## src/hw/lsfm_pkg.sv

```systemverilog
`default_nettype none
package lsfm_pkg;
   localparam int LSFM_CHANNELS = 4;
   // slope ramp full scale, in microamps
   localparam int LSFM_RAMP_FULL_UA = 50;
   localparam int LSFM_RAMP_STEPS = 16;
   localparam int LSFM_RAMP_W = 6;
   localparam logic [3:0] LSFM_CH_RESET = 4'h0;
   localparam logic LSFM_FLAG_OFF = 1'b1;

   typedef enum {
      LSFM_IDLE,
      LSFM_DETECT,
      LSFM_SOFTSTART,
      LSFM_RUN
   } lsfm_state_e;

   // per-channel analog comparator results
   typedef struct packed {
      logic [3:0] tied_ground;
      logic [3:0] below_low;
      logic [3:0] shorted;
   } lsfm_sense_s;
endpackage
`default_nettype wire
```

## src/hw/lsfm_fault_manager.sv

```systemverilog
// Operation
// RQ1 - unused channels dropped before soft-start
// RQ2 - grounded outputs mean unused, no fault
// RQ3 - after soft-start open strings leave selector
// RQ4 - feedback is lowest connected channel
// RQ5 - overvoltage stops gate drive low
// RQ6 - overvoltage drops channels below low threshold
// RQ7 - open-string overvoltage latches fault flag
// RQ8 - short check only at dimming rise
// RQ9 - short flag held until clean check
// RQ10 - threshold tied to regulator disables shorts
// RQ11 - slope ramp restarts each switching cycle
// RQ12 - short judged by comparator input
// RQ13 - latch cleared by power or enable
// RQ14 - dimming level gates all channels
// RQ15 - thermal fault flag, not latched
`timescale 1ns/100ps
`default_nettype none
module lsfm_fault_manager
   import lsfm_pkg::*;
#(
   parameter int CHANNELS = LSFM_CHANNELS,
   parameter int RAMP_STEPS = LSFM_RAMP_STEPS
) (
   // clock and reset
   input wire logic sys_clk,
   input wire logic rst,
   input wire logic enable_in,
   // analog status pins
   input wire logic dim_pwm_in,
   input wire logic overvoltage_sense_in,
   input wire logic softstart_done_in,
   input wire logic short_disable_in,
   input wire logic thermal_shutdown_in,
   input wire logic switch_cycle_start_in,
   input wire logic pwm_gate_in,
   input wire lsfm_sense_s sense_in,
   input wire logic [CHANNELS*8-1:0] sink_voltage_in,
   // outputs
   output logic [CHANNELS-1:0] channel_enable_q,
   output logic [CHANNELS-1:0] selector_mask_q,
   output logic [7:0] min_sink_voltage_q,
   output logic gate_drive_out_q,
   output logic fault_flag_n_q,
   output logic fault_flag_n_oe_q,
   output logic [LSFM_RAMP_W-1:0] ramp_current_q
);
   // struct fields are four wide, ramp counter six bits
   if (CHANNELS != LSFM_CHANNELS) begin : g_bad_channels
      $error("four channels only");
   end
   if (RAMP_STEPS < 2 || RAMP_STEPS > 63) begin : g_bad_ramp
      $error("bad ramp steps");
   end

   // ****************************************
   // input synchronisers
   // ****************************************
   localparam int SW = 8 + 3 * CHANNELS;
   logic [SW-1:0] s1_q, s2_q;
   logic en_sync, dim_s, ovp_s, ss_s, sdis_s, therm_s, cyc_s, gate_s;
   logic [CHANNELS-1:0] gnd_s, low_s, shrt_s;
   always_ff @(posedge sys_clk or posedge rst) begin
      if (rst) begin
         s1_q <= '0;
         s2_q <= '0;
      end else begin
         s1_q <= {enable_in, dim_pwm_in, overvoltage_sense_in,
                  softstart_done_in, short_disable_in,
                  thermal_shutdown_in, switch_cycle_start_in, pwm_gate_in,
                  sense_in};
         s2_q <= s1_q;
      end
   end
   assign {en_sync, dim_s, ovp_s, ss_s, sdis_s, therm_s, cyc_s, gate_s,
           gnd_s, low_s, shrt_s} = s2_q;

   // enable low acts as a synchronous reset of all fault state
   logic clr;
   assign clr = !en_sync;

   // ****************************************
   // sequencer
   // ****************************************
   lsfm_state_e state_q;
   always_ff @(posedge sys_clk or posedge rst) begin
      if (rst) begin
         state_q <= LSFM_IDLE;
      end else if (clr) begin
         state_q <= LSFM_IDLE;
      end else begin
         case (state_q)
            LSFM_IDLE: state_q <= LSFM_DETECT;
            // RQ1 detect before soft-start
            LSFM_DETECT: state_q <= LSFM_SOFTSTART;
            LSFM_SOFTSTART: if (ss_s || ovp_s) state_q <= LSFM_RUN;
            LSFM_RUN: state_q <= LSFM_RUN;
            default: state_q <= LSFM_IDLE;
         endcase
      end
   end

   // ****************************************
   // channel exclusion
   // ****************************************
   logic [CHANNELS-1:0] unused_q, open_q, short_q;
   logic dim_prev_q, dim_rise;
   assign dim_rise = dim_s && !dim_prev_q;
   always_ff @(posedge sys_clk or posedge rst) begin
      if (rst) dim_prev_q <= 1'b0;
      else dim_prev_q <= dim_s;
   end

   always_ff @(posedge sys_clk or posedge rst) begin
      if (rst) begin
         unused_q <= LSFM_CH_RESET;
      end else if (clr) begin
         unused_q <= LSFM_CH_RESET;
      end else if (state_q == LSFM_DETECT) begin
         // RQ2 grounded means unused
         unused_q <= gnd_s;
      end
   end

   // opens are only judged in run, entered once soft-start is over or on overvoltage
   always_ff @(posedge sys_clk or posedge rst) begin
      if (rst) begin
         open_q <= LSFM_CH_RESET;
      end else if (clr) begin
         open_q <= LSFM_CH_RESET;
      end else if (state_q == LSFM_RUN && ovp_s) begin
         // RQ3 RQ6 drop low channels
         open_q <= open_q | (low_s & ~unused_q);
      end
   end

   always_ff @(posedge sys_clk or posedge rst) begin
      if (rst) begin
         short_q <= LSFM_CH_RESET;
      end else if (clr || sdis_s) begin
         // RQ10 detection off
         short_q <= LSFM_CH_RESET;
      end else if (dim_rise && state_q == LSFM_RUN) begin
         // RQ8 RQ12 sample at rise
         short_q <= shrt_s & ~unused_q & ~open_q;
      end
   end

   logic [CHANNELS-1:0] excluded;
   assign excluded = unused_q | open_q | short_q;

   always_ff @(posedge sys_clk or posedge rst) begin
      if (rst) begin
         channel_enable_q <= LSFM_CH_RESET;
         selector_mask_q <= LSFM_CH_RESET;
      end else begin
         // RQ14 dimming gates all
         channel_enable_q <= (dim_s && state_q != LSFM_IDLE &&
                              state_q != LSFM_DETECT) ?
                             ~excluded : LSFM_CH_RESET;
         selector_mask_q <= ~excluded;
      end
   end

   // ****************************************
   // minimum selector
   // ****************************************
   logic [7:0] min_v;
   always_comb begin
      min_v = 8'hFF;
      for (int i = 0; i < CHANNELS; i++) begin
         // RQ4 lowest connected channel
         if (!excluded[i] && sink_voltage_in[i*8 +: 8] < min_v)
            min_v = sink_voltage_in[i*8 +: 8];
      end
   end
   // sink voltages are sampled words from the same-clock converter
   always_ff @(posedge sys_clk or posedge rst) begin
      if (rst) min_sink_voltage_q <= 8'hFF;
      else min_sink_voltage_q <= min_v;
   end

   // ****************************************
   // gate drive and fault flag
   // ****************************************
   always_ff @(posedge sys_clk or posedge rst) begin
      if (rst) begin
         gate_drive_out_q <= 1'b0;
      end else begin
         // RQ5 overvoltage holds low
         gate_drive_out_q <= gate_s && !ovp_s && !therm_s && !clr &&
                             state_q != LSFM_IDLE &&
                             state_q != LSFM_DETECT;
      end
   end

   logic open_latch_q;
   always_ff @(posedge sys_clk or posedge rst) begin
      if (rst) begin
         open_latch_q <= 1'b0;
      end else if (clr) begin
         // RQ13 enable toggle clears
         open_latch_q <= 1'b0;
      end else if (state_q == LSFM_RUN && ovp_s &&
                   |(low_s & ~unused_q)) begin
         // RQ7 latch open fault
         open_latch_q <= 1'b1;
      end
   end

   always_ff @(posedge sys_clk or posedge rst) begin
      if (rst) begin
         fault_flag_n_q <= LSFM_FLAG_OFF;
         fault_flag_n_oe_q <= 1'b1;
      end else begin
         // RQ9 RQ15 flag sources
         fault_flag_n_q <= !(open_latch_q || (|short_q) || therm_s);
         // open drain: enable low while pulling low
         fault_flag_n_oe_q <= !(open_latch_q || (|short_q) || therm_s);
      end
   end

   // ****************************************
   // slope ramp
   // ****************************************
   localparam logic [LSFM_RAMP_W-1:0] RAMP_TOP =
      LSFM_RAMP_W'(RAMP_STEPS - 1);
   always_ff @(posedge sys_clk or posedge rst) begin
      if (rst) begin
         ramp_current_q <= '0;
      end else if (cyc_s) begin
         // RQ11 restart at cycle
         ramp_current_q <= '0;
      end else if (ramp_current_q < RAMP_TOP) begin
         ramp_current_q <= ramp_current_q + 1'b1;
      end
   end
endmodule // lsfm_fault_manager
`default_nettype wire

```

## config.mk

```make
export PLATFORM = sky130hd
export DESIGN_NAME = lsfm_fault_manager
export DESIGN_NICKNAME = d
export VERILOG_FILES = /design/src/hw/lsfm_pkg.sv /design/src/hw/lsfm_fault_manager.sv
export SDC_FILE = /design/constraint.sdc
export NUM_CORES = 1
export LEC_CHECK = 0
export BUFFER_PORTS_ARGS = -buffer_cell sky130_fd_sc_hd__buf_2
export CAP_MARGIN = 20
export CORE_MARGIN = 4
export CORE_UTILIZATION = 50
export CTS_CLUSTER_DIAMETER = 150
export CTS_CLUSTER_SIZE = 30
export DETAILED_ROUTE_END_ITERATION = 6
export HOLD_SLACK_MARGIN = 0.1
export PLACE_DENSITY = 0.87
export SYNTH_ARGS = -nofsm -noshare
export SYNTH_HDL_FRONTEND = slang
export SYNTH_SLANG_ARGS = --single-unit
```

## constraint.sdc

```tcl
create_clock -name sys_clk -period 6.7 [get_ports sys_clk]
set_clock_uncertainty 0.05 [all_clocks]
set_input_delay 1.34 -clock sys_clk [delete_from_list [all_inputs] [get_ports sys_clk]]
set_output_delay 1.34 -clock sys_clk [all_outputs]
set_load 0.005 [all_outputs]
```

Word level (Yosys, flattened, before mapping)
Index checks and enable logic that the tools add are counted.
{"block": "totals", "regBits": 110, "wordCells": 91, "output_inout_bits": 25, "input_bits": 54}
{"block": "op_classes", "n_lt_le_gt_ge": 5, "n_addsub": 1, "n_eq_ne": 10, "n_bitwise": 9, "n_reduce_logical": 34, "mux": 18}
{"op": "32-bit case mux with 4 select lines", "n": 1}
{"op": "32-bit by 2-bit == test with 1-bit output (second input constant)", "n": 3}
{"op": "32-bit two-way mux", "n": 2}
{"op": "32-bit by 1-bit == test with 1-bit output (second input constant)", "n": 1}
{"op": "32-bit by 3-bit == test with 1-bit output (second input constant)", "n": 1}
{"op": "32-bit logical NOT", "n": 1}
{"op": "8-bit two-way mux", "n": 4}
{"op": "32-bit by 2-bit != test with 1-bit output (second input constant)", "n": 1}
{"op": "32-bit nonzero test", "n": 1}
{"op": "4-bit two-way mux", "n": 7}
{"op": "8-bit less-than comparator", "n": 3}
{"op": "1-bit logical AND", "n": 15}
{"op": "4-bit AND", "n": 3}
{"op": "6-bit two-way mux", "n": 2}
{"op": "4-bit inverter", "n": 3}
{"op": "4-bit OR", "n": 3}
{"op": "1-bit logical NOT", "n": 9}
{"op": "8-bit less-than comparator (second input constant)", "n": 1}
{"op": "4-bit OR reduction", "n": 2}
{"op": "6-bit by 1-bit adder with 6-bit output (second input constant)", "n": 1}
{"op": "6-bit by 4-bit less-than comparator with 1-bit output (second input constant)", "n": 1}
{"op": "2-bit by 1-bit != test with 1-bit output (second input constant)", "n": 3}
{"op": "1-bit logical OR", "n": 4}
{"op": "2-bit nonzero test", "n": 2}
{"op": "2 further kinds", "n": 3}

Longest topological paths before layout
Gate-level depths: netlist of the first run.
{"block": "logic_depth", "ltp_word": 14, "ltp_mapped": 29}

Least setup slack after synthesis of the first run
Ideal clock, no wire load.
{"block": "synth_path", "kind": "input to register", "startpoint": "input port sink_voltage_in[6]", "endpoint": "register min_sink_voltage_q[1]", "setup_time_ns": 0.075, "path_buffers": 2, "arrival_time_ns": 6.233, "path_slack_ns": 0.342, "stages": 23, "path_cell_list": "nor2_1 -> ha_1 -> and4_1 -> nand2_1 -> o311ai_2 -> or2_2 -> clkbuf_1 -> nor2_1 -> a21oi_1 -> inv_1 -> ha_1 -> a21oi_1 -> nor2b_1 -> o21ai_0 -> nor4bb_1 -> o211ai_4 -> or2_2 -> buf_6 -> mux2i_1 -> ha_1 -> a211o_1 -> o41ai_4 -> mux2i_1"}
{"block": "synth_between", "elab_chain_len": 12}
{"element": "start: declaration", "line_no": "lsfm_fault_manager.sv:38", "rtl": "input wire logic [CHANNELS*8-1:0] sink_voltage_in,"}
{"element": "8-bit less-than comparator", "line_no": "lsfm_fault_manager.sv:173", "rtl": "if (!excluded[i] && sink_voltage_in[i*8 +: 8] < min_v)"}
{"element": "1-bit logical AND", "line_no": "lsfm_fault_manager.sv:173"}
{"element": "8-bit two-way mux (*)", "line_no": "lsfm_fault_manager.sv:173"}
{"element": "8-bit less-than comparator", "line_no": "lsfm_fault_manager.sv:173"}
{"element": "1-bit logical AND", "line_no": "lsfm_fault_manager.sv:173"}
{"element": "8-bit two-way mux (*)", "line_no": "lsfm_fault_manager.sv:173"}
{"element": "8-bit less-than comparator", "line_no": "lsfm_fault_manager.sv:173"}
{"element": "1-bit logical AND", "line_no": "lsfm_fault_manager.sv:173"}
{"element": "8-bit two-way mux (*)", "line_no": "lsfm_fault_manager.sv:173"}
{"element": "8-bit less-than comparator", "line_no": "lsfm_fault_manager.sv:173"}
{"element": "1-bit logical AND", "line_no": "lsfm_fault_manager.sv:173"}
{"element": "8-bit two-way mux (*)", "line_no": "lsfm_fault_manager.sv:173"}
{"element": "via min_v[1]", "line_no": "lsfm_fault_manager.sv:168", "rtl": "logic [7:0] min_v;"}
{"element": "end signal: assignment", "line_no": "lsfm_fault_manager.sv:180", "rtl": "else min_sink_voltage_q <= min_v;"}
{"element": "end: declaration", "line_no": "lsfm_fault_manager.sv:42", "rtl": "output logic [7:0] min_sink_voltage_q,"}
Mark *: on every way through the listed nets, which the timed path passes. The rest lies on a longest branch.
A chain may end at the register's enable or synchronous reset.

Worst setup path in the final report of the first run
{"block": "layout_path", "startpoint": "input port sink_voltage_in[5]", "endpoint": "register min_sink_voltage_q[5]"}
The elaborated chain is that of the path after synthesis.

==> metrics.txt, run 1 <==
met3 usage=6.46%; Switching Share=between 20 and 30%; final number of hold-violating endpoints=0; Die Ht=91.1 um; Crit path depth=25; share of the synthesized area in the top cell type=51.4%; synth top area cells=dfrtp_1 51%, ha_1 6.9%, dfstp_2 6.8%; share of cells above drive strength 1=32.6%; RSZ-0062 raised after global routing=no; Final Instance Count excl. Fillers=457; Hold Buf Count CTS=0; Tmin final=between 6000 and 7000 ps; H-tree Lvls=3; commonest non-fill, non-tap cells in the layout=78 x buf_2, 71 x dfrtp_1, 29 x nor2_1; die area=8310 um^2; largest net degree at the start of global routing=81; first-pass GRT wire length=11200 um; Mapped Area=about 3500 um^2; CTS Sinks=80; Core Region=6760 um^2; via count=2411; Clk Latency, worst-skew pair=340 ps; clock-pin slew on the worst setup and hold paths=80 ps; Post-Syn Nets=360; Cells after Synth=approximately 290; Synth Register Bits=80; Comb pwr share=a little under a quarter; IO Pins=79; switching pwr=340 uW; CP most frequent cell=ha_1; initial antenna violation count=0; Bufs on Longest Clock Path=2; Vias/cell=~5.3; worst hold path depth=0; register area share after synthesis=58.3%; Synth area leader=dfrtp_1; Pwr Density=279 nW/um^2; outcome=completed; normalized max-slew margin=a little under two fifths; Place WS=-153 ps; Critical Setup Path Class=in -> reg; final worst slack=337 ps; grt peak-use layer=met2; CP max-delay cell=or2_2; commonest non-fill, non-tap cell in the layout=buf_2; CP top delay family=simple AND/OR/NAND/NOR gates; area delta synth->final=19.3%; Max Slew Vio Count=0; Placed Cells=440; TritonCTS clock tree=done; DR pass1 iterations=5; WP buf/inv=3; syn_area_per_cell=around 12 um^2; CP peak stage delay=430 ps; Worst EP required=6920 ps; Least-Margin Pin Slew=946 ps; Root Driver=clkbuf_8; EDFF count, synth=0; Port Buffers=78; Async SR Flop Fraction=100%; antenna viol nets, final=0; Critical Path Sink Type=flip-flop; grt met1 use=20.5%; Leakage=between 2 and 2.5 nW; DR iter-0 viols=149; DP HPWL=a little over 5000 um; VDD IR max=around 0.00017 V; Post-Route WL=6770 um; Int Power=between 800 and 900 uW; final period utilization=95.0%; Worst Setup Start Kind=input port; CP arrival=about 6600 ps; fin nets=445; post-synth cell types=47; Max Clk Rate=157 MHz; Die W=~91 um; antenna cell count=0; Clock power frac=28.4%; HP Class=reg -> reg; Starting Density=51.1%; detailed-route DRC error count=0; total track usage=16.9%; gr ovfl total=0; final setup violation count=0; crit path max fanout=13; drt wl/cell=14.8 um; FP Rows=30; worst-case reg-to-reg path depth=25; GR Layer Usage met2=27.0%; vias in the first global route=2462; sequential power share=about half; fill count=between 500 and 600; gp weighted congestion=0.957; CTS Buf Count=9; Top FF cell, synth=dfrtp_1; YS warnings=0; Max-cap violations=0
## flip-flops by register name, summed over array words and instances (netlist names), 2 cells and up
name                cells
channel_enable_q        4
min_sink_voltage_q      8
open_q                  4
ramp_current_q          6
s1_q                   20
s2_q                   20
selector_mask_q         4
short_q                 4
state_q                 2
unused_q                4
## logic make-up after synthesis
family | share of synthesized area [%]
buf+inv | 3.33
compound gates | 9.16
simple gates | 15.2
flops | 58.3
fa+ha+maj | 7.17
mux | 5.83
xor+xnor | 1.01
## cells in the mapped netlist, types with 2 or more instances
library cell and instances:
dfrtp_1 71, nor2_1 29, inv_1 20, ha_1 19, mux2i_1 19, nor2b_1 14, a21oi_1 12, nor3_1 10
dfstp_2 9, nand4_1 9, o21ai_0 9, nand2_1 7, o21a_1 7, nand2b_1 6, clkbuf_1 4, nand3_1 3
or2_2 3, xor2_1 3, a21o_1 2, and2b_2 2, and4_1 2, or4_4 2
## layout make-up
type | instances | area [um^2] | area share [%]
flip-flops and latches | 80 | 2010 | 48.8
multi-input cells | 180 | 1330 | 32.3
repair buffers | 80 | 405 | 9.83
clock buffers | 10 | 138 | 3.34
well taps | 80 | 100 | 2.43
inverters | 21 | 82.6 | 2.00
clock inverters | 6 | 51.3 | 1.24
## metrics by stage
step	utilization (%)	hold WS (ps)	power (mW)	instance area [um^2]	TNS [ps]
final	61.0	296	1.15	4120	0
after global placement	58.0	283	0.814	3920	0
after CTS	60.8	300	1.16	4110	0
after global routing	61.0	307	1.22	4120	0
after floorplan	-	281	0.744	3460	0
after detailed placement	58.0	286	0.827	3920	-921
## routing by layer
layer | vias up | share of wire [%]
met1 | 1138 | 42
met5 | - | 0
met2 | 107 | 49
li1 | 1156 | -
met3 | 10 | 8.0
met4 | 0 | 1.1
## final timing paths
path                                          to               start  slack [ps]
max                        min_sink_voltage_q[5]  sink_voltage_in[5]         340
max reg2reg                min_sink_voltage_q[5]          short_q[0]         530
max in group asynchronous                s1_q[1]                 rst        4770
min in group asynchronous      ramp_current_q[4]                 rst        1220
min reg2reg                              s2_q[1]             s1_q[1]         300
min                                      s2_q[1]             s1_q[1]         300
## power by group through the flow
| stage | logic (mW) | clock network (mW) | registers, mW |
|---|---|---|---|
| CTS | 0.261 | 0.337 | 0.558 |
| detailed placement | 0.259 | 0 | 0.567 |
| global route | 0.294 | 0.365 | 0.563 |
| global placement | 0.248 | 0 | 0.566 |
| finish | 0.267 | 0.326 | 0.557 |
| floorplan | 0.177 | 0 | 0.567 |
## what timing repair did
action	4_1_cts	5_1_grt
buffers inserted	0	1
hold endpoints to repair	0	0
resized for setup	0	1
endpoints found under the setup margin	0	7
## worst reg2reg max path: cells and delay by family, from the launching register on
family	cells	cell delay (ps)
adder cells (fa/ha/maj)	3	740
AND/OR/NAND/NOR	10	2450
AO/OA/AOI/OAI	8	1680
multiplexers	2	480
buffers and inverters	2	300
flip-flops	1	410
(Power assumes the default switching activity.)
==> inputs of run 2 (changes only) <==
--- a/config.mk
+++ b/config.mk
@@ -13,6 +13,7 @@
 export CTS_CLUSTER_SIZE = 30
 export DETAILED_ROUTE_END_ITERATION = 6
 export HOLD_SLACK_MARGIN = 0.1
+export MAX_ROUTING_LAYER = met4
 export PLACE_DENSITY = 0.87
 export SYNTH_ARGS = -nofsm -noshare
 export SYNTH_HDL_FRONTEND = slang
==> metrics.txt, run 2 (same netlist as run 1, synthesis figures left out) <==
outcome=completed (unchanged); Max Clk Rate=161 MHz (was 157 MHz); antenna cell count=0 (unchanged); DR iter-0 viols=89 (was 149); Worst EP required=6930 ps (was 6920 ps); drt wl/cell=14.6 um (was 14.8 um); VDD IR max=0.000161 V (was 0.000170 V); Root Driver=clkbuf_8 (unchanged); Placed Cells=441 (was 440); area of the multi-input gates=1350 um^2 (was 1330 um^2); Vias/cell=5.13 (was 5.28); final number of hold-violating endpoints=0 (unchanged); Final Instance Count excl. Fillers=458 (was 457); Hold Buf Count CTS=0 (unchanged); Comb pwr share=22.7% (was 23.2%); largest net degree at the start of global routing=81 (unchanged); Pwr Density=286 nW/um^2 (was 279 nW/um^2); Core Region=6760 um^2 (unchanged); Seq. cell area=2010 um^2 (unchanged); Least-Margin Pin Slew=929 ps (was 946 ps); fill count=545 (was 558); DR pass1 iterations=4 (was 5); Die W=91.1 um (unchanged); antenna viol nets, final=0 (unchanged); gr ovfl total=0 (unchanged); Post-Route WL=6690 um (was 6770 um); HP Class=reg -> reg (unchanged); commonest non-fill, non-tap cells in the layout=78 x buf_2, 71 x dfrtp_1, 29 x nor2_1 (unchanged); gp weighted congestion=0.917 (was 0.957); Starting Density=51.1% (unchanged); via count=2350 (was 2411); Port Buffers=78 (unchanged); final period utilization=92.9% (was 95.0%); final setup violation count=0 (unchanged); clock-pin slew on the worst setup and hold paths=90 ps (was 80 ps); initial antenna violation count=0 (unchanged); Largest regs=s1_q (20), s2_q (20), min_sink_voltage_q (8) (unchanged); switching pwr=332 uW (was 340 uW); Int Power=861 uW (was 811 uW); CTS Buf Count=9 (unchanged); Leakage=2.08 nW (was 2.05 nW); final worst slack=475 ps (was 337 ps); Max-cap violations=0 (unchanged); normalized max-slew margin=38.1% (was 36.9%); FP Rows=30 (unchanged); Switching Share=27.9% (was 29.5%); Final Cell Area=4180 um^2 (was 4120 um^2); DP HPWL=5060 um (was 5120 um); CP peak stage delay=430 ps (about the same); crit path max fanout=13 (unchanged); total track usage=17.8% (was 16.9%); commonest non-fill, non-tap cell in the layout=buf_2 (unchanged); Critical Setup Path Class=in -> reg (unchanged); vias in the first global route=2391 (was 2462); CP arrival=6450 ps (was 6590 ps); sequential power share=46.7% (was 48.4%); Die Ht=91.1 um (unchanged); TritonCTS clock tree=done (unchanged); Tmin final=6220 ps (was 6360 ps); IO Pins=79 (unchanged); die area=8310 um^2 (unchanged); detailed-route DRC error count=0 (unchanged); first-pass GRT wire length=11300 um (was 11200 um); Hold Slack=295 ps (was 296 ps); CP max-delay cell=or2_2 (unchanged); Placed Area=3930 um^2 (was 3920 um^2); Clk Latency, worst-skew pair=340 ps (about the same); Max Slew Vio Count=0 (unchanged); Place WS=-111 ps (was -153 ps); share of cells above drive strength 1=33.3% (was 32.6%); fin nets=446 (was 445); Clock power frac=30.6% (was 28.4%); Worst Setup Start Kind=input port (unchanged); area delta synth->final=20.9% (was 19.3%); Bufs on Longest Clock Path=2 (unchanged); H-tree Lvls=3 (unchanged); CTS Sinks=80 (unchanged); Critical Path Sink Type=flip-flop (unchanged)
run 2: cell types whose count changed in the layout (fill, tap and decap cells not counted), sizes merged:
cell      delta
clkinv       +1
clkinvlp     -1
bufinv       +1
clkbuf       +1
buf          +1
inv          -2
run 2: per-stage QoR:
stage | utilization (%) | TNS, ps | power (mW)
final | 61.8 | 0 | 1.19
after global routing | 61.8 | -71.2 | 1.27
after CTS | 61.3 | 0 | 1.20
after detailed placement | 58.1 | -668 | 0.830
after global placement | 58.1 | 0 | 0.823
after floorplan | - | 0 | 0.744
run 2: area by class of cell:
class	count	share of cell area [%]
Timing Repair Buffer	81	9.89
Multi-Input combinational cell	180	32.4
Inverter	21	1.98
Tap cell	80	2.40
Sequential cell	80	48.2
Clock inverter	5	1.50
Clock buffer	11	3.62
run 2: what timing repair did:
item	in CTS	in global routing
setup buffers	0	1
resized for setup	0	5
setup endpoints to repair	0	7
run 2: power groups by stage:
stage | Sequential, mW | Combinational, mW | Clock (mW)
after CTS | 0.558 | 0.264 | 0.375
after detailed placement | 0.567 | 0.263 | 0
after global placement | 0.565 | 0.258 | 0
after floorplan | 0.567 | 0.177 | 0
after global routing | 0.563 | 0.306 | 0.398
final | 0.558 | 0.271 | 0.365
run 2: final timing paths:
| kind | slack (ps) | cells after the start | startpoint | endpoint |
|---|---|---|---|---|
| max | 480 | 25 | sink_voltage_in[6] | min_sink_voltage_q[7] |
| min | 300 | 0 | s1_q[0] | s2_q[0] |
| max reg2reg | 670 | 25 | short_q[0] | min_sink_voltage_q[7] |
| min reg2reg | 300 | 0 | s1_q[0] | s2_q[0] |
| max in group asynchronous | 4780 | 3 | rst | open_q[0] |
| min in group asynchronous | 1220 | 3 | rst | ramp_current_q[5] |
run 2: critical path, delay by kind of cell:
| family | cells | cell delay (ps) |
|---|---|---|
| AND/OR/NAND/NOR | 9 | 1700 |
| buffers and inverters | 4 | 550 |
| AO/OA/AOI/OAI | 7 | 1520 |
| adder cells (fa/ha/maj) | 3 | 860 |
| multiplexers | 2 | 460 |
run 2: metal layers:
| layer | routed length [um] | vias to the layer above | part of all wire, % | track usage [%] |
|---|---|---|---|---|
| met5 | 0 | - | 0 | - |
| met3 | 431 | 15 | 6.4 | 3.73 |
| li1 | - | 1161 | - | - |
| met4 | 160 | 0 | 2.4 | 8.17 |
| met2 | 3140 | 82 | 47 | 27.8 |
| met1 | 2960 | 1092 | 44 | 22.3 |
==> inputs of run 3 (changes only) <==
--- a/config.mk
+++ b/config.mk
@@ -7,10 +7,11 @@
 export LEC_CHECK = 0
 export BUFFER_PORTS_ARGS = -buffer_cell sky130_fd_sc_hd__buf_2
 export CAP_MARGIN = 20
+export CORE_ASPECT_RATIO = 1.2
 export CORE_MARGIN = 4
 export CORE_UTILIZATION = 50
 export CTS_CLUSTER_DIAMETER = 150
-export CTS_CLUSTER_SIZE = 30
+export CTS_CLUSTER_SIZE = 16
 export DETAILED_ROUTE_END_ITERATION = 6
 export HOLD_SLACK_MARGIN = 0.1
 export MAX_ROUTING_LAYER = met4
==> metrics.txt, run 3 (same netlist as run 1, synthesis figures left out) <==
largest net degree at the start of global routing=81 (unchanged); sequential power share=47.7% (was 46.7%); VDD IR max=0.000255 V (was 0.000161 V); DP HPWL=5080 um (was 5060 um); FP Rows=32 (was 30); final number of hold-violating endpoints=0 (unchanged); Placed Area=3940 um^2 (was 3930 um^2); Starting Density=52.6% (was 51.1%); antenna cell count=0 (unchanged); Max Clk Rate=160 MHz (was 161 MHz); IO Pins=79 (unchanged); drt wl/cell=14.0 um (was 14.6 um); fin nets=446 (unchanged); Final Instance Count excl. Fillers=463 (was 458); fill count=556 (was 545); CTS Buf Count=9 (unchanged); DR iter-0 viols=63 (was 89); Final Power=1.17 mW (was 1.19 mW); Vias/cell=5.15 (was 5.13); normalized max-slew margin=37.8% (was 38.1%); final period utilization=93.3% (was 92.9%); TritonCTS clock tree=done (unchanged); outcome=completed (unchanged); Die W=83.9 um (was 91.1 um); vias in the first global route=2517 (was 2391); DR pass1 iterations=4 (unchanged); HP Class=reg -> reg (unchanged); commonest non-fill, non-tap cells in the layout=78 x buf_2, 71 x dfrtp_1, 29 x nor2_1 (unchanged); Worst EP required=6910 ps (was 6930 ps); Root Driver=clkbuf_8 (unchanged); Max-cap violations=0 (unchanged); Bufs on Longest Clock Path=2 (unchanged); Core Region=6570 um^2 (was 6760 um^2); Worst Setup Start Kind=input port (unchanged); total track usage=17.1% (was 17.8%); area delta synth->final=20.2% (was 20.9%); via count=2384 (was 2350); Critical Setup Path Class=in -> reg (unchanged); die area=8310 um^2 (about the same); first-pass GRT wire length=11000 um (was 11300 um); Max Slew Vio Count=0 (unchanged); Clk Latency, worst-skew pair=340 ps (about the same); Port Buffers=78 (unchanged); final setup violation count=0 (unchanged); crit path max fanout=13 (unchanged); Comb pwr share=22.8% (was 22.7%); H-tree Lvls=3 (unchanged); Die Ht=99.1 um (was 91.1 um); Critical Path Sink Type=flip-flop (unchanged); CP arrival=6460 ps (was 6450 ps); Least-Margin Pin Slew=934 ps (was 929 ps); Largest regs=s1_q (20), s2_q (20), min_sink_voltage_q (8) (unchanged); Leakage=2.08 nW (about the same); RSZ-0062 raised after global routing=no; Tmin final=6250 ps (was 6220 ps); share of cells above drive strength 1=32.0% (was 33.3%); commonest non-fill, non-tap cell in the layout=buf_2 (unchanged); Placed Cells=446 (was 441); switching pwr=320 uW (was 332 uW); gr ovfl total=0 (unchanged); Final Cell Area=4150 um^2 (was 4180 um^2); initial antenna violation count=0 (unchanged); Switching Share=27.4% (was 27.9%); clock-pin slew on the worst setup and hold paths=80 ps (was 90 ps); antenna viol nets, final=0 (unchanged); Pwr Density=281 nW/um^2 (was 286 nW/um^2); Clock power frac=29.6% (was 30.6%); Int Power=848 uW (was 861 uW); detailed-route DRC error count=0 (unchanged); Sum Neg Setup Slack=0 ps (unchanged); Post-Route WL=6500 um (was 6690 um); CTS Sinks=80 (unchanged); gp weighted congestion=0.900 (was 0.917)
-- run 3: cell types whose count changed in the layout (fill, tap and decap cells not counted) --
cell        before  now
clkbuf_8        11   10
nor4_1           0    1
nor4_2           1    0
clkinvlp_4       2    0
clkbuf_1         0    2
mux2i_2          2    0
clkinv_2         1    2
mux2i_1         17   19
-- run 3: worst max-delay path, cell delays in order --
cell and delay (ps):
buf_2 100, nor2_1 180, ha_1 170, and4_1 240, nand2_1 100, o311ai_4 370
or2_4 270, nor2_1 60, a21oi_1 200, inv_1 70, ha_1 290, a21oi_1 150
nor2b_1 60, o21ai_0 120, nor4bb_1 210, buf_4 160, o211ai_4 70, or2_2 420
mux2i_1 250, ha_1 300, a21o_1 190, nand2_1 90, nand4b_1 180, o41ai_4 430
buf_4 230, mux2i_1 220
-- run 3: repair_timing --
action / 4_1_cts / 5_1_grt
setup buffers: 0 / 1
resized for setup: 0 / 2
setup endpoints to repair: 0 / 7
hold buffers: 0 / 0
-- run 3: cell type report --
class                           count  area [um^2]  area share, %
Sequential cell                    80         2010           48.5
Multi-Input combinational cell    180         1340           32.3
Timing Repair Buffer               81          413           9.94
Clock buffer                       12          145           3.50
Tap cell                           85          106           2.56
Inverter                           21         82.6           1.99
Clock inverter                      4         52.6           1.27
-- run 3: path summary, 6_finish.rpt --
check                                   start                    end  slack, ps  cells past startpoint
setup / recovery           sink_voltage_in[6]  min_sink_voltage_q[5]        450                     26
hold / removal                        s1_q[0]                s2_q[0]        300                      0
setup reg to reg                   short_q[0]  min_sink_voltage_q[5]        650                     26
hold reg to reg                       s1_q[0]                s2_q[0]        300                      0
max in group asynchronous                 rst               s1_q[17]       4770                      3
min in group asynchronous                 rst      ramp_current_q[5]       1230                      3
-- run 3: power groups by stage --
stage	registers [mW]	clock network (mW)	logic, mW
4_1_cts	0.557	0.354	0.264
3_3_place_gp	0.566	0	0.253
6_report	0.557	0.346	0.266
2_1_floorplan	0.567	0	0.177
5_1_grt	0.562	0.376	0.299
3_5_place_dp	0.567	0	0.263
-- run 3: layer usage --
metal	share of wire (%)	track usage, %	vias up
li1	-	-	1161
met1	40	18.4	1133
met5	0	-	-
met2	51	29.1	73
met3	6.0	4.01	17
met4	2.6	9.28	0
-- run 3: through the flow --
stage / util, % / hold WS [ps] / setup WS, ps
2_1_floorplan: - / 281 / 342
3_3_place_gp: 59.9 / 283 / 61.4
5_1_grt: 63.2 / 305 / 12.5
4_1_cts: 62.9 / 298 / 286
3_5_place_dp: 59.9 / 285 / -51.4
6_report: 63.2 / 298 / 451
